**src/msps_regs.vh**
```
`ifndef MSPS_REGS_VH
`define MSPS_REGS_VH

// Register byte addresses (Wishbone, 8-bit address, one word each)
`define MSPS_CTRL_ADDR       8'h00
`define MSPS_STATUS_ADDR     8'h04
`define MSPS_MASK_ADDR       8'h08
`define MSPS_OCLIVE_ADDR     8'h0c
`define MSPS_GPIIN_ADDR      8'h10
`define MSPS_GPOSTATE_ADDR   8'h14
`define MSPS_PRESET0_ADDR    8'h18
`define MSPS_PRESET1_ADDR    8'h1c
`define MSPS_PRESETSEL_ADDR  8'h20
// Per-port windows: address bits 7:6 pick the window, bits 5:2 the port
`define MSPS_WIN_CTRL        2'h0
`define MSPS_WIN_CFG         2'h1
`define MSPS_WIN_DACDATA     2'h2
`define MSPS_WIN_ADCDATA     2'h3

// Control register fields
`define MSPS_CTRL_MODE_LSB   0
`define MSPS_CTRL_RATE_LSB   2
`define MSPS_CTRL_JUMP_BIT   4
`define MSPS_CTRL_TRIG_BIT   5
`define MSPS_CTRL_RESET      6'h00

// Converter modes
`define MSPS_MODE_IDLE       2'h0
`define MSPS_MODE_SWEEP1     2'h1
`define MSPS_MODE_CONV1      2'h2
`define MSPS_MODE_CONT       2'h3

// Port configuration fields
`define MSPS_CFG_FN_LSB      0
`define MSPS_CFG_REF_BIT     3
`define MSPS_CFG_DIFF_BIT    4
`define MSPS_CFG_AVG_LSB     5
`define MSPS_CFG_EDGE_LSB    8
`define MSPS_CFG_PAIR_BIT    10
`define MSPS_CFG_RESET       11'h000

// Port functions
`define MSPS_FN_OFF          3'h0
`define MSPS_FN_ADC          3'h1
`define MSPS_FN_DAC          3'h2
`define MSPS_FN_GPI          3'h3
`define MSPS_FN_GPO          3'h4

// Timing
`define MSPS_CLK_PERIOD_PS   25000
`define MSPS_CONVERSION_TRIGGER_N_MIN_NS     500
`define MSPS_DAC_SLOT_NS     40000
`define MSPS_RATE0_SPS       200000
`define MSPS_RATE1_SPS       250000
`define MSPS_RATE2_SPS       333000
`define MSPS_RATE3_SPS       400000
`define MSPS_PIN_RESET       25'h1000000

`endif

```
**src/msps_sequencer.v**
```verilog
`timescale 1ns/1ps
`include "msps_regs.vh"
module msps_sequencer (
  input  wire        clk,
  input  wire        resetn,
  input  wire        wb_cyc_i,
  input  wire        wb_stb_i,
  input  wire        wb_we_i,
  input  wire [7:0]  wb_adr_i,
  input  wire [3:0]  wb_sel_i,
  input  wire [31:0] wb_dat_i,
  output reg  [31:0] wb_dat_o,
  output reg         wb_ack_o,
  input  wire        conversionTriggerN,
  output reg         adcStart,
  output reg  [3:0]  adcPort,
  output reg         adcRefSel,
  output reg         adcDiff,
  input  wire [11:0] adcSample,
  output reg         dacLoad,
  output reg  [3:0]  dacPort,
  output reg  [11:0] dacCode,
  input  wire [11:0] logicInputLevel,
  output reg  [11:0] logicOutputState,
  input  wire [11:0] overcurrent,
  output wire [10:0] translatorPair,
  input  wire        intNIn,
  output wire        intNOut,
  output wire        intNOe
);

  // Counts worked out at full width, then cut to the counter widths
  localparam integer CONVERSION_TRIGGER_N_N  = ((`MSPS_CONVERSION_TRIGGER_N_MIN_NS * 1000) + `MSPS_CLK_PERIOD_PS - 1)
                               / `MSPS_CLK_PERIOD_PS;
  localparam integer DAC_N   = (`MSPS_DAC_SLOT_NS * 1000) / `MSPS_CLK_PERIOD_PS;
  localparam integer RATE0_N = (1000000000 / `MSPS_RATE0_SPS) * 1000 / `MSPS_CLK_PERIOD_PS;
  localparam integer RATE1_N = (1000000000 / `MSPS_RATE1_SPS) * 1000 / `MSPS_CLK_PERIOD_PS;
  localparam integer RATE2_N = (1000000000 / `MSPS_RATE2_SPS) * 1000 / `MSPS_CLK_PERIOD_PS;
  localparam integer RATE3_N = (1000000000 / `MSPS_RATE3_SPS) * 1000 / `MSPS_CLK_PERIOD_PS;
  localparam [7:0]  CONVERSION_TRIGGER_N_CYC  = CONVERSION_TRIGGER_N_N[7:0];
  localparam [10:0] DAC_CYC   = DAC_N[10:0];
  localparam [7:0]  RATE0_CYC = RATE0_N[7:0];
  localparam [7:0]  RATE1_CYC = RATE1_N[7:0];
  localparam [7:0]  RATE2_CYC = RATE2_N[7:0];
  localparam [7:0]  RATE3_CYC = RATE3_N[7:0];
  localparam [1:0]  S_REST = 2'b01;
  localparam [1:0]  S_SLOT = 2'b10;

  reg  [1:0]  adcMode;
  reg  [1:0]  rateSel;
  reg         jumpEn;
  reg  [11:0] preset0;
  reg  [11:0] preset1;
  reg  [11:0] presetEn;
  reg  [11:0] presetChoice;
  reg  [11:0] gpoState;
  reg  [11:0] ocFlag;
  reg  [11:0] edgeFlag;
  reg  [23:0] irqMask;
  reg  [10:0] portCfg [0:11];
  reg  [11:0] dacData [0:11];
  reg  [11:0] adcData [0:11];
  reg  [18:0] accMem  [0:11];
  reg  [6:0]  cntMem  [0:11];
  reg  [24:0] pinS1;
  reg  [24:0] pinS2;
  reg  [24:0] pinS3;
  reg  [24:0] pinStable;
  reg  [11:0] gpiPrev;
  reg  [7:0]  lowCnt;
  reg  [1:0]  adcState;
  reg  [3:0]  adcPos;
  reg  [3:0]  seqPos;
  reg  [7:0]  adcCnt;
  reg  [10:0] dacCnt;
  reg  [3:0]  dacPos;
  reg         jumpPending;
  reg         trigHold;
  reg  [3:0]  jumpPort;
  reg  [31:0] next_rdata;
  integer     k;

  wire [11:0] adcMask;
  wire [11:0] relMask;
  wire [11:0] gpiMask;
  wire [11:0] gpoMask;
  wire [11:0] riseEn;
  wire [11:0] fallEn;

  // Per-port decode of the configuration word
  genvar g;
  generate
    for (g = 0; g < 12; g = g + 1) begin : gPort
      wire [2:0] fn = portCfg[g][`MSPS_CFG_FN_LSB +: 3];
      assign adcMask[g] = (fn == `MSPS_FN_ADC);
      assign gpiMask[g] = (fn == `MSPS_FN_GPI);
      assign gpoMask[g] = (fn == `MSPS_FN_GPO);
      // Threshold and high level both come from the output converter
      assign relMask[g] = (fn == `MSPS_FN_DAC) | gpiMask[g] | gpoMask[g];
      assign riseEn[g]  = portCfg[g][`MSPS_CFG_EDGE_LSB];
      assign fallEn[g]  = portCfg[g][`MSPS_CFG_EDGE_LSB + 1];
      if (g < 11) begin : gPair
        if (g == 5) begin : gSplit
          assign translatorPair[g] = 1'b0; // Pair would straddle the groups
        end else begin : gJoin
          assign translatorPair[g] = portCfg[g][`MSPS_CFG_PAIR_BIT];
        end
      end
    end
  endgenerate

  // Lowest set index at or above start; bit 4 flags a find
  function [4:0] firstFrom;
    input [11:0] m;
    input [4:0]  start;
    integer i;
    begin
      firstFrom = 5'h00;
      for (i = 11; i >= 0; i = i - 1) begin
        if (m[i] && (i >= start)) begin
          firstFrom = {1'b1, i[3:0]};
        end
      end
    end
  endfunction

  // Byte-lane merge of write data into a stored word
  function [31:0] merge;
    input [31:0] old;
    input [31:0] dat;
    input [3:0]  sel;
    reg   [31:0] m;
    begin
      m = {{8{sel[3]}}, {8{sel[2]}}, {8{sel[1]}}, {8{sel[0]}}};
      merge = (old & ~m) | (dat & m);
    end
  endfunction

  // Bus decode; a request is served on the edge that raises ack
  wire        busReq  = wb_cyc_i & wb_stb_i & ~wb_ack_o;
  wire        busWr   = busReq & wb_we_i;
  wire [1:0]  win     = wb_adr_i[7:6];
  wire [3:0]  pIdx    = wb_adr_i[5:2];
  wire        pOk     = (pIdx < 4'hc);
  wire [31:0] ctrlOld = {26'h0, 1'b0, jumpEn, rateSel, adcMode};
  wire [31:0] ctrlNew = merge(ctrlOld, wb_dat_i, wb_sel_i);
  wire        wrCtrl  = busWr & (wb_adr_i == `MSPS_CTRL_ADDR);
  wire [1:0]  modeNew = ctrlNew[`MSPS_CTRL_MODE_LSB +: 2];
  wire        softTrig = wrCtrl & ctrlNew[`MSPS_CTRL_TRIG_BIT];
  // Only a move into a different active mode wipes results
  wire        modeClear = wrCtrl & (modeNew != adcMode)
                          & (modeNew != `MSPS_MODE_IDLE);
  wire        wrCfg   = busWr & (win == `MSPS_WIN_CFG) & pOk;
  wire [10:0] cfgOld  = pOk ? portCfg[pIdx] : `MSPS_CFG_RESET;
  wire [31:0] cfgMrg  = merge({21'h0, cfgOld}, wb_dat_i, wb_sel_i);
  wire [10:0] cfgNew  = cfgMrg[10:0];
  wire        avgClear = wrCfg & (cfgNew[`MSPS_CFG_AVG_LSB +: 3]
                                  != cfgOld[`MSPS_CFG_AVG_LSB +: 3]);
  wire        wrDac   = busWr & (win == `MSPS_WIN_DACDATA) & pOk;
  wire [11:0] dacOld  = pOk ? dacData[pIdx] : 12'h000;
  wire [31:0] dacMrg  = merge({20'h0, dacOld}, wb_dat_i, wb_sel_i);
  wire [31:0] maskMrg = merge({8'h00, irqMask}, wb_dat_i, wb_sel_i);

  // Pins from the analog side: three stages, a change counts once 2 and 3 agree
  wire [24:0] pinRaw = {conversionTriggerN, overcurrent, logicInputLevel};
  always @(posedge clk or negedge resetn) begin
    if (!resetn) begin
      pinS1     <= `MSPS_PIN_RESET;
      pinS2     <= `MSPS_PIN_RESET;
      pinS3     <= `MSPS_PIN_RESET;
      pinStable <= `MSPS_PIN_RESET;
      gpiPrev   <= 12'h000;
    end else begin
      pinS1     <= pinRaw;
      pinS2     <= pinS1;
      pinS3     <= pinS2;
      pinStable <= (~(pinS2 ^ pinS3) & pinS3) | ((pinS2 ^ pinS3) & pinStable);
      gpiPrev   <= pinStable[11:0];
    end
  end

  wire [11:0] gpiNow  = pinStable[11:0];
  wire [11:0] ocNow   = pinStable[23:12];
  wire        cnvtLow = ~pinStable[24];
  wire [11:0] edgeHit = gpiMask & ((riseEn & gpiNow & ~gpiPrev)
                                 | (fallEn & ~gpiNow & gpiPrev));
  wire [23:0] status  = {edgeFlag, ocFlag};
  wire        pending = |(status & irqMask);

  // Open drain: only ever pulls low
  assign intNOut = 1'b0;
  assign intNOe  = pending;

  // Trigger pin must stay low for the minimum width; one trigger per low phase
  wire cnvtFire = cnvtLow & (lowCnt == CONVERSION_TRIGGER_N_CYC - 8'h01);
  always @(posedge clk or negedge resetn) begin
    if (!resetn) begin
      lowCnt <= 8'h00;
    end else if (!cnvtLow) begin
      lowCnt <= 8'h00;
    end else if (lowCnt != CONVERSION_TRIGGER_N_CYC) begin
      lowCnt <= lowCnt + 8'h01;
    end
  end

  // Software registers; hardware-set flags win over a same-cycle clear
  always @(posedge clk or negedge resetn) begin
    if (!resetn) begin
      adcMode      <= `MSPS_MODE_IDLE;
      rateSel      <= 2'h0;            // Slowest rate
      jumpEn       <= 1'b0;
      preset0      <= 12'h000;
      preset1      <= 12'h000;
      presetEn     <= 12'h000;
      presetChoice <= 12'h000;
      gpoState     <= 12'h000;
      irqMask      <= 24'h000000;
      ocFlag       <= 12'h000;
      edgeFlag     <= 12'h000;
      trigHold     <= 1'b0;
      for (k = 0; k < 12; k = k + 1) begin
        portCfg[k] <= `MSPS_CFG_RESET;
        dacData[k] <= 12'h000;
      end
    end else begin
      // Soft trigger acts a cycle later, once the written mode stands
      trigHold <= softTrig;
      if (wrCtrl) begin
        adcMode <= modeNew;
        rateSel <= ctrlNew[`MSPS_CTRL_RATE_LSB +: 2];
        jumpEn  <= ctrlNew[`MSPS_CTRL_JUMP_BIT];
      end
      if (busWr && wb_adr_i == `MSPS_MASK_ADDR)
        irqMask <= maskMrg[23:0];
      if (busWr && wb_adr_i == `MSPS_GPOSTATE_ADDR)
        gpoState <= wb_dat_i[11:0];
      if (busWr && wb_adr_i == `MSPS_PRESET0_ADDR)
        preset0 <= wb_dat_i[11:0];
      if (busWr && wb_adr_i == `MSPS_PRESET1_ADDR)
        preset1 <= wb_dat_i[11:0];
      if (busWr && wb_adr_i == `MSPS_PRESETSEL_ADDR) begin
        presetEn     <= wb_dat_i[11:0];
        presetChoice <= wb_dat_i[23:12];
      end
      if (wrCfg)
        portCfg[pIdx] <= cfgNew;
      if (wrDac)
        dacData[pIdx] <= dacMrg[11:0];
      // Write one to clear; a live condition sets again at once
      ocFlag   <= (ocFlag & ~((busWr && wb_adr_i == `MSPS_STATUS_ADDR)
                  ? wb_dat_i[11:0] : 12'h000)) | (ocNow & relMask);
      edgeFlag <= (edgeFlag & ~((busWr && wb_adr_i == `MSPS_STATUS_ADDR)
                  ? wb_dat_i[23:12] : 12'h000)) | edgeHit;
    end
  end

  // Converter sequencing and averaging
  wire [7:0]  rateCyc = (rateSel == 2'h3) ? RATE3_CYC : (rateSel == 2'h2) ? RATE2_CYC :
                        (rateSel == 2'h1) ? RATE1_CYC : RATE0_CYC;
  wire [4:0]  adcFirst = firstFrom(adcMask, 5'h00);
  wire [4:0]  adcAbove = firstFrom(adcMask, {1'b0, adcPos} + 5'h01);
  wire [4:0]  seqFirst = firstFrom(adcMask, {1'b0, seqPos});
  wire        trig     = cnvtFire | trigHold;
  wire [2:0]  avgSel   = portCfg[adcPos][`MSPS_CFG_AVG_LSB +: 3];
  wire        smpDiff  = portCfg[adcPos][`MSPS_CFG_DIFF_BIT];
  // Converter returns offset binary; differential results flip the MSB
  wire [11:0] smpVal   = smpDiff ? {~adcSample[11], adcSample[10:0]} : adcSample;
  wire [18:0] smpExt   = smpDiff ? {{7{smpVal[11]}}, smpVal} : {7'h00, smpVal};
  wire [18:0] accSum   = accMem[adcPos] + smpExt;
  wire [7:0]  cntNext  = {1'b0, cntMem[adcPos]} + 8'h01;
  wire        blockEnd = (cntNext == (8'h01 << avgSel));
  wire [18:0] avgOut   = accSum >> avgSel;
  wire        slotEnd  = (adcState == S_SLOT) & (adcCnt == 8'h00);

  always @(posedge clk or negedge resetn) begin
    if (!resetn) begin
      adcState  <= S_REST;
      adcPos    <= 4'h0;
      seqPos    <= 4'h0;
      adcCnt    <= 8'h00;
      adcStart  <= 1'b0;
      adcPort   <= 4'h0;
      adcRefSel <= 1'b0;
      adcDiff   <= 1'b0;
      for (k = 0; k < 12; k = k + 1) begin
        adcData[k] <= 12'h000;
        accMem[k]  <= 19'h00000;
        cntMem[k]  <= 7'h00;
      end
    end else begin
      adcStart <= 1'b0;
      if (slotEnd) begin
        if (blockEnd) begin
          adcData[adcPos] <= avgOut[11:0]; // Only whole blocks land
          accMem[adcPos]  <= 19'h00000;
          cntMem[adcPos]  <= 7'h00;
        end else begin
          accMem[adcPos]  <= accSum;
          cntMem[adcPos]  <= cntNext[6:0];
        end
      end
      // Clears follow the sample so a clear in the same cycle wins
      if (avgClear) begin
        adcData[pIdx] <= 12'h000;
        accMem[pIdx]  <= 19'h00000;
        cntMem[pIdx]  <= 7'h00;
      end
      if (modeClear) begin
        for (k = 0; k < 12; k = k + 1) begin
          adcData[k] <= 12'h000;
          accMem[k]  <= 19'h00000;
          cntMem[k]  <= 7'h00;
        end
        seqPos <= 4'h0;
      end
      case (adcState)
        S_REST: begin
          if (wrCtrl) begin
            adcState <= S_REST; // Let the new mode settle for one cycle
          end else if (adcMode == `MSPS_MODE_CONT && adcFirst[4]) begin
            adcPos   <= adcFirst[3:0]; // No trigger needed
            adcState <= S_SLOT;
          end else if (adcMode == `MSPS_MODE_SWEEP1 && trig && adcFirst[4]) begin
            adcPos   <= adcFirst[3:0]; // Sweep starts at lowest port
            adcState <= S_SLOT;
          end else if (adcMode == `MSPS_MODE_CONV1 && trig && adcMask != 12'h000) begin
            adcPos   <= seqFirst[4] ? seqFirst[3:0] : adcFirst[3:0];
            adcState <= S_SLOT;
          end
          adcCnt <= rateCyc - 8'h01;
          if (!wrCtrl && adcMode != `MSPS_MODE_IDLE && adcMask != 12'h000
              && (adcMode == `MSPS_MODE_CONT || trig)) begin
            adcStart <= 1'b1;
            adcPort  <= (adcMode == `MSPS_MODE_CONV1 && seqFirst[4]) ? seqFirst[3:0]
                        : adcFirst[3:0];
          end
        end
        S_SLOT: begin
          adcRefSel <= portCfg[adcPos][`MSPS_CFG_REF_BIT];
          adcDiff   <= smpDiff;
          if (wrCtrl) begin
            adcState <= S_REST; // A mode write abandons the slot
          end else if (!slotEnd) begin
            adcCnt <= adcCnt - 8'h01;
          end else begin
            adcCnt <= rateCyc - 8'h01;
            if (adcMode == `MSPS_MODE_CONT) begin
              // Endless sweep, wrapping to the lowest port
              adcPos   <= adcAbove[4] ? adcAbove[3:0] : adcFirst[3:0];
              adcPort  <= adcAbove[4] ? adcAbove[3:0] : adcFirst[3:0];
              adcStart <= adcFirst[4];
              adcState <= adcFirst[4] ? S_SLOT : S_REST;
            end else if (adcMode == `MSPS_MODE_SWEEP1 && adcAbove[4]) begin
              adcPos   <= adcAbove[3:0]; // Ascending, then stop
              adcPort  <= adcAbove[3:0];
              adcStart <= 1'b1;
            end else begin
              if (adcMode == `MSPS_MODE_CONV1)
                seqPos <= adcAbove[4] ? adcAbove[3:0] : adcFirst[3:0];
              adcState <= S_REST;
            end
          end
        end
        default: adcState <= S_REST;
      endcase
    end
  end

  // Output converter refresh; jump takes the written port next
  wire [4:0]  dacAbove = firstFrom(relMask, {1'b0, dacPos} + 5'h01);
  wire [4:0]  dacFirst = firstFrom(relMask, 5'h00);
  wire [3:0]  dacNext  = jumpPending ? jumpPort
                         : (dacAbove[4] ? dacAbove[3:0] : dacFirst[3:0]);
  wire        jumpReq  = wrDac & jumpEn & relMask[pIdx];
  wire [11:0] nextCode = presetEn[dacNext] ? (presetChoice[dacNext] ? preset1 : preset0)
                         : dacData[dacNext];

  always @(posedge clk or negedge resetn) begin
    if (!resetn) begin
      dacCnt      <= DAC_CYC - 11'h001;
      dacPos      <= 4'h0;
      dacLoad     <= 1'b0;
      dacPort     <= 4'h0;
      dacCode     <= 12'h000;
      jumpPending <= 1'b0;
      jumpPort    <= 4'h0;
      logicOutputState <= 12'h000;
    end else begin
      dacLoad          <= 1'b0;
      logicOutputState <= gpoState & gpoMask; // Low state drives zero
      if (dacCnt != 11'h000) begin
        dacCnt <= dacCnt - 11'h001;
      end else begin
        dacCnt <= DAC_CYC - 11'h001; // One port per 40 us slot
        if (relMask != 12'h000 || jumpPending) begin
          dacPos  <= dacNext; // Order resumes from the jumped port
          dacPort <= dacNext;
          dacCode <= nextCode;
          dacLoad <= 1'b1;
        end
      end
      // A fresh jump write wins over consuming the old one
      if (jumpReq) begin
        jumpPending <= 1'b1;
        jumpPort    <= pIdx;
      end else if (dacCnt == 11'h000) begin
        jumpPending <= 1'b0;
      end
    end
  end

  // Read data and ack, one cycle after the request is seen
  always @* begin
    next_rdata = 32'h00000000;
    case (win)
      `MSPS_WIN_CFG:     next_rdata = pOk ? {21'h0, portCfg[pIdx]} : 32'h00000000;
      `MSPS_WIN_DACDATA: next_rdata = {20'h0, dacOld};
      `MSPS_WIN_ADCDATA: next_rdata = pOk ? {20'h0, adcData[pIdx]} : 32'h00000000;
      default: begin
        case (wb_adr_i)
          `MSPS_CTRL_ADDR:      next_rdata = ctrlOld;
          `MSPS_STATUS_ADDR:    next_rdata = {8'h00, status};
          `MSPS_MASK_ADDR:      next_rdata = {8'h00, irqMask};
          `MSPS_OCLIVE_ADDR:    next_rdata = {20'h0, ocNow};
          `MSPS_GPIIN_ADDR:     next_rdata = {20'h0, gpiNow};
          `MSPS_GPOSTATE_ADDR:  next_rdata = {20'h0, gpoState};
          `MSPS_PRESET0_ADDR:   next_rdata = {20'h0, preset0};
          `MSPS_PRESET1_ADDR:   next_rdata = {20'h0, preset1};
          `MSPS_PRESETSEL_ADDR: next_rdata = {8'h00, presetChoice, presetEn};
          default:              next_rdata = 32'h00000000;
        endcase
      end
    endcase
  end

  always @(posedge clk or negedge resetn) begin
    if (!resetn) begin
      wb_ack_o <= 1'b0;
      wb_dat_o <= 32'h00000000;
    end else begin
      wb_ack_o <= busReq;
      if (busReq && !wb_we_i)
        wb_dat_o <= next_rdata;
    end
  end

endmodule // msps_sequencer

```
**config.mk**
```make
export PLATFORM = sky130hd
export DESIGN_NAME = msps_sequencer
export DESIGN_NICKNAME = d
export VERILOG_FILES = /design/src/msps_sequencer.v
export VERILOG_INCLUDE_DIRS = /design/src
export SDC_FILE = /design/constraint.sdc
export NUM_CORES = 2
export LEC_CHECK = 0
export BUFFER_PORTS_ARGS = -buffer_cell sky130_fd_sc_hd__buf_2
export CAP_MARGIN = 40
export CELL_PAD_IN_SITES_DETAIL_PLACEMENT = 1
export CELL_PAD_IN_SITES_GLOBAL_PLACEMENT = 2
export CORE_UTILIZATION = 38
export DETAILED_ROUTE_END_ITERATION = 8
export PLACE_DENSITY = 0.74
export SLEW_MARGIN = 20
export SYNTH_ARGS = -nofsm -noshare
export SYNTH_HDL_FRONTEND = slang
export SYNTH_SLANG_ARGS = --single-unit
```
**constraint.sdc**
```tcl
create_clock -name clk -period 5.88 [get_ports clk]
set_input_delay 0.588 -clock clk [delete_from_list [all_inputs] [get_ports clk]]
set_output_delay 0.588 -clock clk [all_outputs]
set_load 0.1 [all_outputs]
```
# Yosys cells after proc, flatten, opt, wreduce, memory -nomap -nowiden
# Cells that the tools add are included.
# word_totals
out_inout_bits	82
wordCells	578
regBits	1069
inputBits	87
# op_classes
shift	2
n_bitwise	90
order_cmp	44
n_addsub	8
n_mux	182
reduce_logical	76
n_eq_ne	81
# ops
operator	n
228-bit 2-to-1 mux	4
144-bit 2-to-1 mux	4
228-bit bitwise AND	2
228-bit NOT	2
84-bit 2-to-1 mux	4
144-bit bitwise mux	2
5-bit 2-to-1 mux	48
228-bit bitwise mux	1
24-bit case mux with 9 select lines	1
12-bit 2-to-1 mux	15
84-bit bitwise AND	2
84-bit NOT	2
19-bit demux with 4-bit select	2
144-bit bitwise AND	1
12-bit binary-select mux with 4-bit select	3
144-bit NOT	1
132-bit bitwise mux	1
4-bit 2-to-1 mux	33
12-bit bitwise AND	10
12-bit demux with 4-bit select	2
19-bit 2-to-1 mux	5
11-bit binary-select mux with 4-bit select	2
84-bit bitwise mux	1
19-bit binary-select mux with 4-bit select	1
82 further kinds	334

# Logic depth before layout (Yosys ltp)
# depth
word_depth	23
mapped_depth	25
ltp_nobuf	17

# Least setup slack after synthesis
# No wires, ideal clock.
# synth_path
kind	register to register
from	register adcPos[0]
to	register adcData[104] in the netlist's numbering
synth_period_minus_slack_ns	6.115
path_stages_with_launch	26
arrival_ns	5.965
path_slack_ns	-0.235
setup_time_ns	0.150
required_ns	5.730
path_cell_list	dfrtp_1 -> buf_6 -> buf_8 -> buf_6 -> buf_6 -> buf_2 -> buf_2 -> buf_1 -> mux4_2 -> inv_1 -> o22ai_1 -> ha_1 -> fa_1 -> a21o_1 -> a21oi_1 -> o21ai_1 -> and4_1 -> clkbuf_1 -> o31a_1 -> a2111oi_0 -> o311ai_0 -> nand2_1 -> o21ai_0 -> a21oi_1 -> clkbuf_1 -> a211oi_1
# synth_between
elab_chain_cells	14
elab_cells_between_ends	28
classes_between	2 x add/sub; 2 x order compare; 1 x eq/ne; 2 x shift; 18 x mux; 2 x bitwise; 1 x reduce/logical
# synth_rtl
element	line	text
start: declaration	msps_sequencer.v:72	reg [3:0] adcPos;
start signal: assignment	msps_sequencer.v:321	adcPos <= adcFirst[3:0];
start signal: assignment	msps_sequencer.v:324	adcPos <= adcFirst[3:0];
start signal: assignment	msps_sequencer.v:327	adcPos <= seqFirst[4] ? seqFirst[3:0] : adcFirst[3:0];
4-bit NOT with 5-bit output (not written as such) *	--	
11-bit binary-select mux with 4-bit select	msps_sequencer.v:264, msps_sequencer.v:265	
8-bit 2-to-1 mux (2 in a row)	--	
12-bit 2-to-1 mux	msps_sequencer.v:267	wire [11:0] smpVal = smpDiff ? {~adcSample[11], adcSample[10:0]} : adcSample;
19-bit 2-to-1 mux	msps_sequencer.v:268	wire [18:0] smpExt = smpDiff ? {{7{smpVal[11]}}, smpVal} : {7'h00, smpVal};
19-bit adder	msps_sequencer.v:269	wire [18:0] accSum = accMem[adcPos] + smpExt;
19-bit by 3-bit >> shifter with 12-bit output	msps_sequencer.v:272	wire [18:0] avgOut = accSum >> avgSel;
144-bit bitwise mux	msps_sequencer.v:294	adcData[adcPos] <= avgOut[11:0];
144-bit 2-to-1 mux *	msps_sequencer.v:293	if (blockEnd) begin
144-bit 2-to-1 mux *	msps_sequencer.v:292	if (slotEnd) begin
144-bit bitwise AND (no line)	--	
144-bit 2-to-1 mux *	msps_sequencer.v:303	if (avgClear) begin
144-bit 2-to-1 mux *	msps_sequencer.v:308	if (modeClear) begin
end signal: indexed assignment	msps_sequencer.v:294	
end: declaration	msps_sequencer.v:62	reg [11:0] adcData [0:11];
# Every way passes the cells marked *; elsewhere a longest branch is shown, timed or not. The select of a mux whose other input is x is not followed.
# A chain may end at the register's enable or synchronous reset.

# Worst setup path in the final report
# layout_path
from	register dacPos[0]
to	register dacCode[3]
# layout_between
elab_chain_cells	22
elab_cells_between_ends	49
classes_between	1 x add/sub; 12 x order compare; 23 x mux; 1 x bitwise; 12 x reduce/logical
# layout_rtl
element	line	text
start: declaration	msps_sequencer.v:76	reg [3:0] dacPos;
start signal: assignment	msps_sequencer.v:396	dacPos <= dacNext;
4-bit by 1-bit adder with 5-bit output *	msps_sequencer.v:370	wire [4:0] dacAbove = firstFrom(relMask, {1'b0, dacPos} + 5'h01);
4-bit by 5-bit greater-or-equal comparator with 1-bit output	msps_sequencer.v:120	if (m[i] && (i >= start)) begin
1-bit logical AND	msps_sequencer.v:120	
5-bit 2-to-1 mux (11 in a row)	msps_sequencer.v:120	
5-bit 2-to-1 mux *	msps_sequencer.v:120	
4-bit 2-to-1 mux *	msps_sequencer.v:373	: (dacAbove[4] ? dacAbove[3:0] : dacFirst[3:0]);
4-bit 2-to-1 mux *	msps_sequencer.v:372	wire [3:0] dacNext = jumpPending ? jumpPort
4-bit NOT with 5-bit output (not written as such)	msps_sequencer.v:376	: dacData[dacNext];
12-bit binary-select mux with 4-bit select	msps_sequencer.v:376	
12-bit 2-to-1 mux (not written as such) (2 in a row)	msps_sequencer.v:376	
12-bit 2-to-1 mux *	msps_sequencer.v:375	wire [11:0] nextCode = presetEn[dacNext] ? (presetChoice[dacNext] ? preset1 : preset0)
end signal: assignment	msps_sequencer.v:398	dacCode <= nextCode;
end: declaration	msps_sequencer.v:22	output reg [11:0] dacCode,
# Marks and branches as above.

==> results_dict.tcl <==
set metrics [dict create \
    min_delay_path_depth 2 \
    initial_utilization_pct 38.5 \
    drt_pre_antenna_iters 6 \
    ctsHtreeMaxLevel 4 \
    num_vias 43400 \
    first_iter_violations 3496 \
    worstSkewPairLatency_ns 0.78 \
    mostFrequentLayoutCell "dfrtp_1" \
    worst_pin_slew_ns 0.962 \
    crit_path_start_kind "flip-flop" \
    synth_xor_area_share_pct 0.526 \
    globalRouteTotalUtil_pct 28.3 \
    vias_per_cell 5.98 \
    slew-limit-headroom_pct 35.7 \
    r2r_end "dacCode[3]" \
    hold_violation_total_from_the_final_report 0 \
    cts-resized-gates 0 \
    report.power.total_mw 22.4 \
    cts-buffers-inserted 131 \
    combinational_family_with_the_most_area_after_synthesis "multiplexers" \
    power.share.sequential_pct 35.6 \
    syn-cell-area_um2 54700 \
    run_status "finished clean" \
    max-cap-violations 0 \
    arrival_ns 6.02 \
    worst_path_setup_slack_after_routing_ns 0.502 \
    die_height_um 381 \
    stdcell_area_um2 62900 \
    timing.final.max_slew_violations 0 \
    r2r_start "dacPos[0]" \
    p_sw_mw 8.02 \
    period_share_pct 91.5 \
    fmaxAchievable_ghz 0.186 \
    clk_transition_reported_paths_ns 0.06 \
    ys.flop_type "dfrtp_1" \
    drc 0 \
    fp-row-count 138 \
    clock-root-buffer "clkbuf_16" \
    post_cts_setup_driven_buffer_insertion_count 0 \
    detail_route.wirelength_um 205000 \
    hp-start "wb_dat_i[14]" \
    worst-path-max-fanout 16 \
    reg2reg_depth 14 \
    rsz0062_at_grt "false" \
    cell_internal_pwr_mw 14.3 \
    final_layout_size_suffix_gt1_share_pct 24.7 \
    cts_sinks 1061 \
    worst_setup_path_end_kind "flip-flop" \
    place_area_um2 58300 \
    dp_slack_ns 0.680 \
    half_perimeter_wire_length_after_detailed_placement_um 136000 \
    synth_mux_area_share_pct 18.7 \
    tritoncts "done" \
    post_synthesis_cells 5160 \
    pwr_density_cell_nw_per_um2 355 \
    die_w_um 381 \
    r2r_setup_slack_ns 0.50 \
    crit_type "flip-flop to flip-flop" \
    vdd.ir_drop.worst_mv 0.302 \
    synthAdderAreaFrac_pct 1.38 \
    power.share.combinational_pct 28.0 \
    grt-ovfl-total 0 \
    synth_compound_area_share_pct 13.8 \
    synth_enable_flop_cells 0 \
    ys_seq_elements 1061 \
    area.growth.synth_to_final_pct 15.0 \
    io-pin-count 169 \
    wl_per_cell_um 28.3 \
    grt_max_degree 150 \
    cts-root-to-sink-buffers 3 \
    highest_count_cells_in_the_layout_ignoring_fill_and_taps "dfrtp_1 (1045), nand2_1 (762), a21oi_1 (468), mux2_2 (372), nor2_1 (307)" \
    route.antenna.remaining_nets 0 \
    final_nets 5384 \
    final_hold_slack_ns 0.111 \
    timing.setup.tns_ns 0 \
    design.die.area_um2 145000 \
    min_path_type "primary input to flip-flop" \
    synth_simple_gate_area_share_pct 12.7 \
    port_buffers 148 \
    final_wtd_congestion 0.887 \
    final-setup-viol-count 0 \
    synth_async_sr_flop_share_pct 100 \
    total_leakage_power_nw 27.5 \
    synthesis.area_per_instance_um2 10.6 \
    required_ns 6.52 \
    synth_seq_area_share_pct 48.6 \
    grt_first_pass_wirelength_um 308000 \
    grt_pass1_vias 45600 \
    finalClockSkew_ns 0.0401 \
    grt_antenna_before_repair 7 \
    share_of_power_burned_in_the_clock_network_pct 36.5 \
    core-area_um2 142000 \
    period_needed_ns 5.38 \
    switching_share_pct 35.9 \
    synth.lib_cells_used.distinct 98 \
    yosys_warnings 0 \
]
[registers in the layout, indices dropped and copies added (netlist names), 24 cells and up, named ones only]
signal,count
accMem,228
adcData,144
cntMem,84
dacData,144
gPort.fn,36
pinS1,25
pinS2,25
pinS3,25
portCfg,74
wb_dat_o,24
[how the worst max path moves through the flow]
stage,startpoint,to,cells after the start
6_report,dacPos[0],dacCode[3],14
5_1_grt,adcPos[0],adcData[106],17
4_1_cts,adcPos[0],adcData[106],17
3_5_place_dp,dacPos[0],dacCode[3],14
3_3_place_gp,adcPos[0],adcData[130],17
2_1_floorplan,adcPos[0],adcData[104],25
[logic make-up after synthesis]
group,after synthesis
xor gates and xnor gates,32
other,1
and+or+nand+nor,1569
AOI/OAI and AO/OA,1171
adders and majority gates,65
DFF,1061
buffers and inverters,534
muxes,727
[repair_timing]
| item | CTS | global route |
|---|---|---|
| setup endpoints to repair | 0 | 0 |
| hold endpoints to repair | 98 | 0 |
| hold buffers | 26 | 0 |
[synthesized netlist by cell type (16+ instances only)]
master / count / area share [%]
a211oi_1: 68 / 0.93
a211oi_2: 48 / 1.1
a21boi_0: 26 / 0.36
a21oi_1: 468 / 4.3
a21oi_2: 22 / 0.35
a222oi_1: 31 / 0.57
a22o_1: 21 / 0.34
a22oi_1: 35 / 0.48
a31oi_1: 36 / 0.41
and2_1: 32 / 0.37
and3_1: 22 / 0.25
buf_1: 40 / 0.27
buf_2: 84 / 0.77
buf_4: 41 / 0.56
clkbuf_1: 271 / 1.9
dfrtp_1: 1048 / 48
ha_1: 38 / 0.87
inv_1: 89 / 0.61
maj3_1: 26 / 0.48
mux2_2: 372 / 7.7
mux2i_1: 152 / 2.8
mux4_2: 199 / 8.2
nand2_1: 771 / 5.3
nand2b_1: 30 / 0.34
nand3_1: 198 / 1.8
nor2_1: 314 / 2.2
nor2b_1: 30 / 0.34
nor3_1: 50 / 0.46
nor3b_1: 17 / 0.23
o21ai_0: 211 / 1.9
o22ai_1: 40 / 0.46
o31ai_1: 23 / 0.32
xor2_1: 16 / 0.26
[power by group through the flow]
stage	Clock (mW)	Combinational (mW)	Sequential [mW]
final	8.15	6.25	7.95
after floorplan	0	3.91	8.11
after CTS	8.30	6.23	7.95
after detailed placement	0	6.20	8.08
after global routing	8.56	6.66	7.99
after global placement	0	6.09	8.07
[per-stage QoR]
stage	std cells	util (%)
after global placement	6951	40.6
after floorplan	5169	-
after CTS	7244	44.2
after detailed placement	6984	41.0
after global routing	7250	44.3
final	7255	44.3
[critical path, cell delays in order, from the launching register on]
cell,delay [ns]
dfrtp_1,0.54
ha_1,0.49
nor2b_1,0.17
o21ai_0,0.36
a31oi_1,0.22
nor4_2,0.49
a41oi_1,0.21
nand2_1,0.57
buf_4,0.32
buf_4,0.30
mux2_1,0.36
a222oi_1,0.27
o21ai_0,0.26
o31ai_1,0.58
o21ai_1,0.10
[layer usage]
layer / global-route usage [%] / routed length (µm) / vias up
met5: 0 / 18 / -
met4: 11.5 / 8360 / 2
met3: 3.78 / 10300 / 403
met2: 45.8 / 98000 / 1302
met1: 38.1 / 88700 / 23000
li1: - / - / 18800
[cell type report]
type,instances,area (µm²)
fill,15300,79200
sequential,1061,26600
multi-input combinational,3574,26100
clock buffer,191,3830
timing repair buffer,400,3230
tap,1890,2360
clock inverter,43,479
inverter,90,338
antenna,6,15.0
Power figures use the tool's default switching activity.
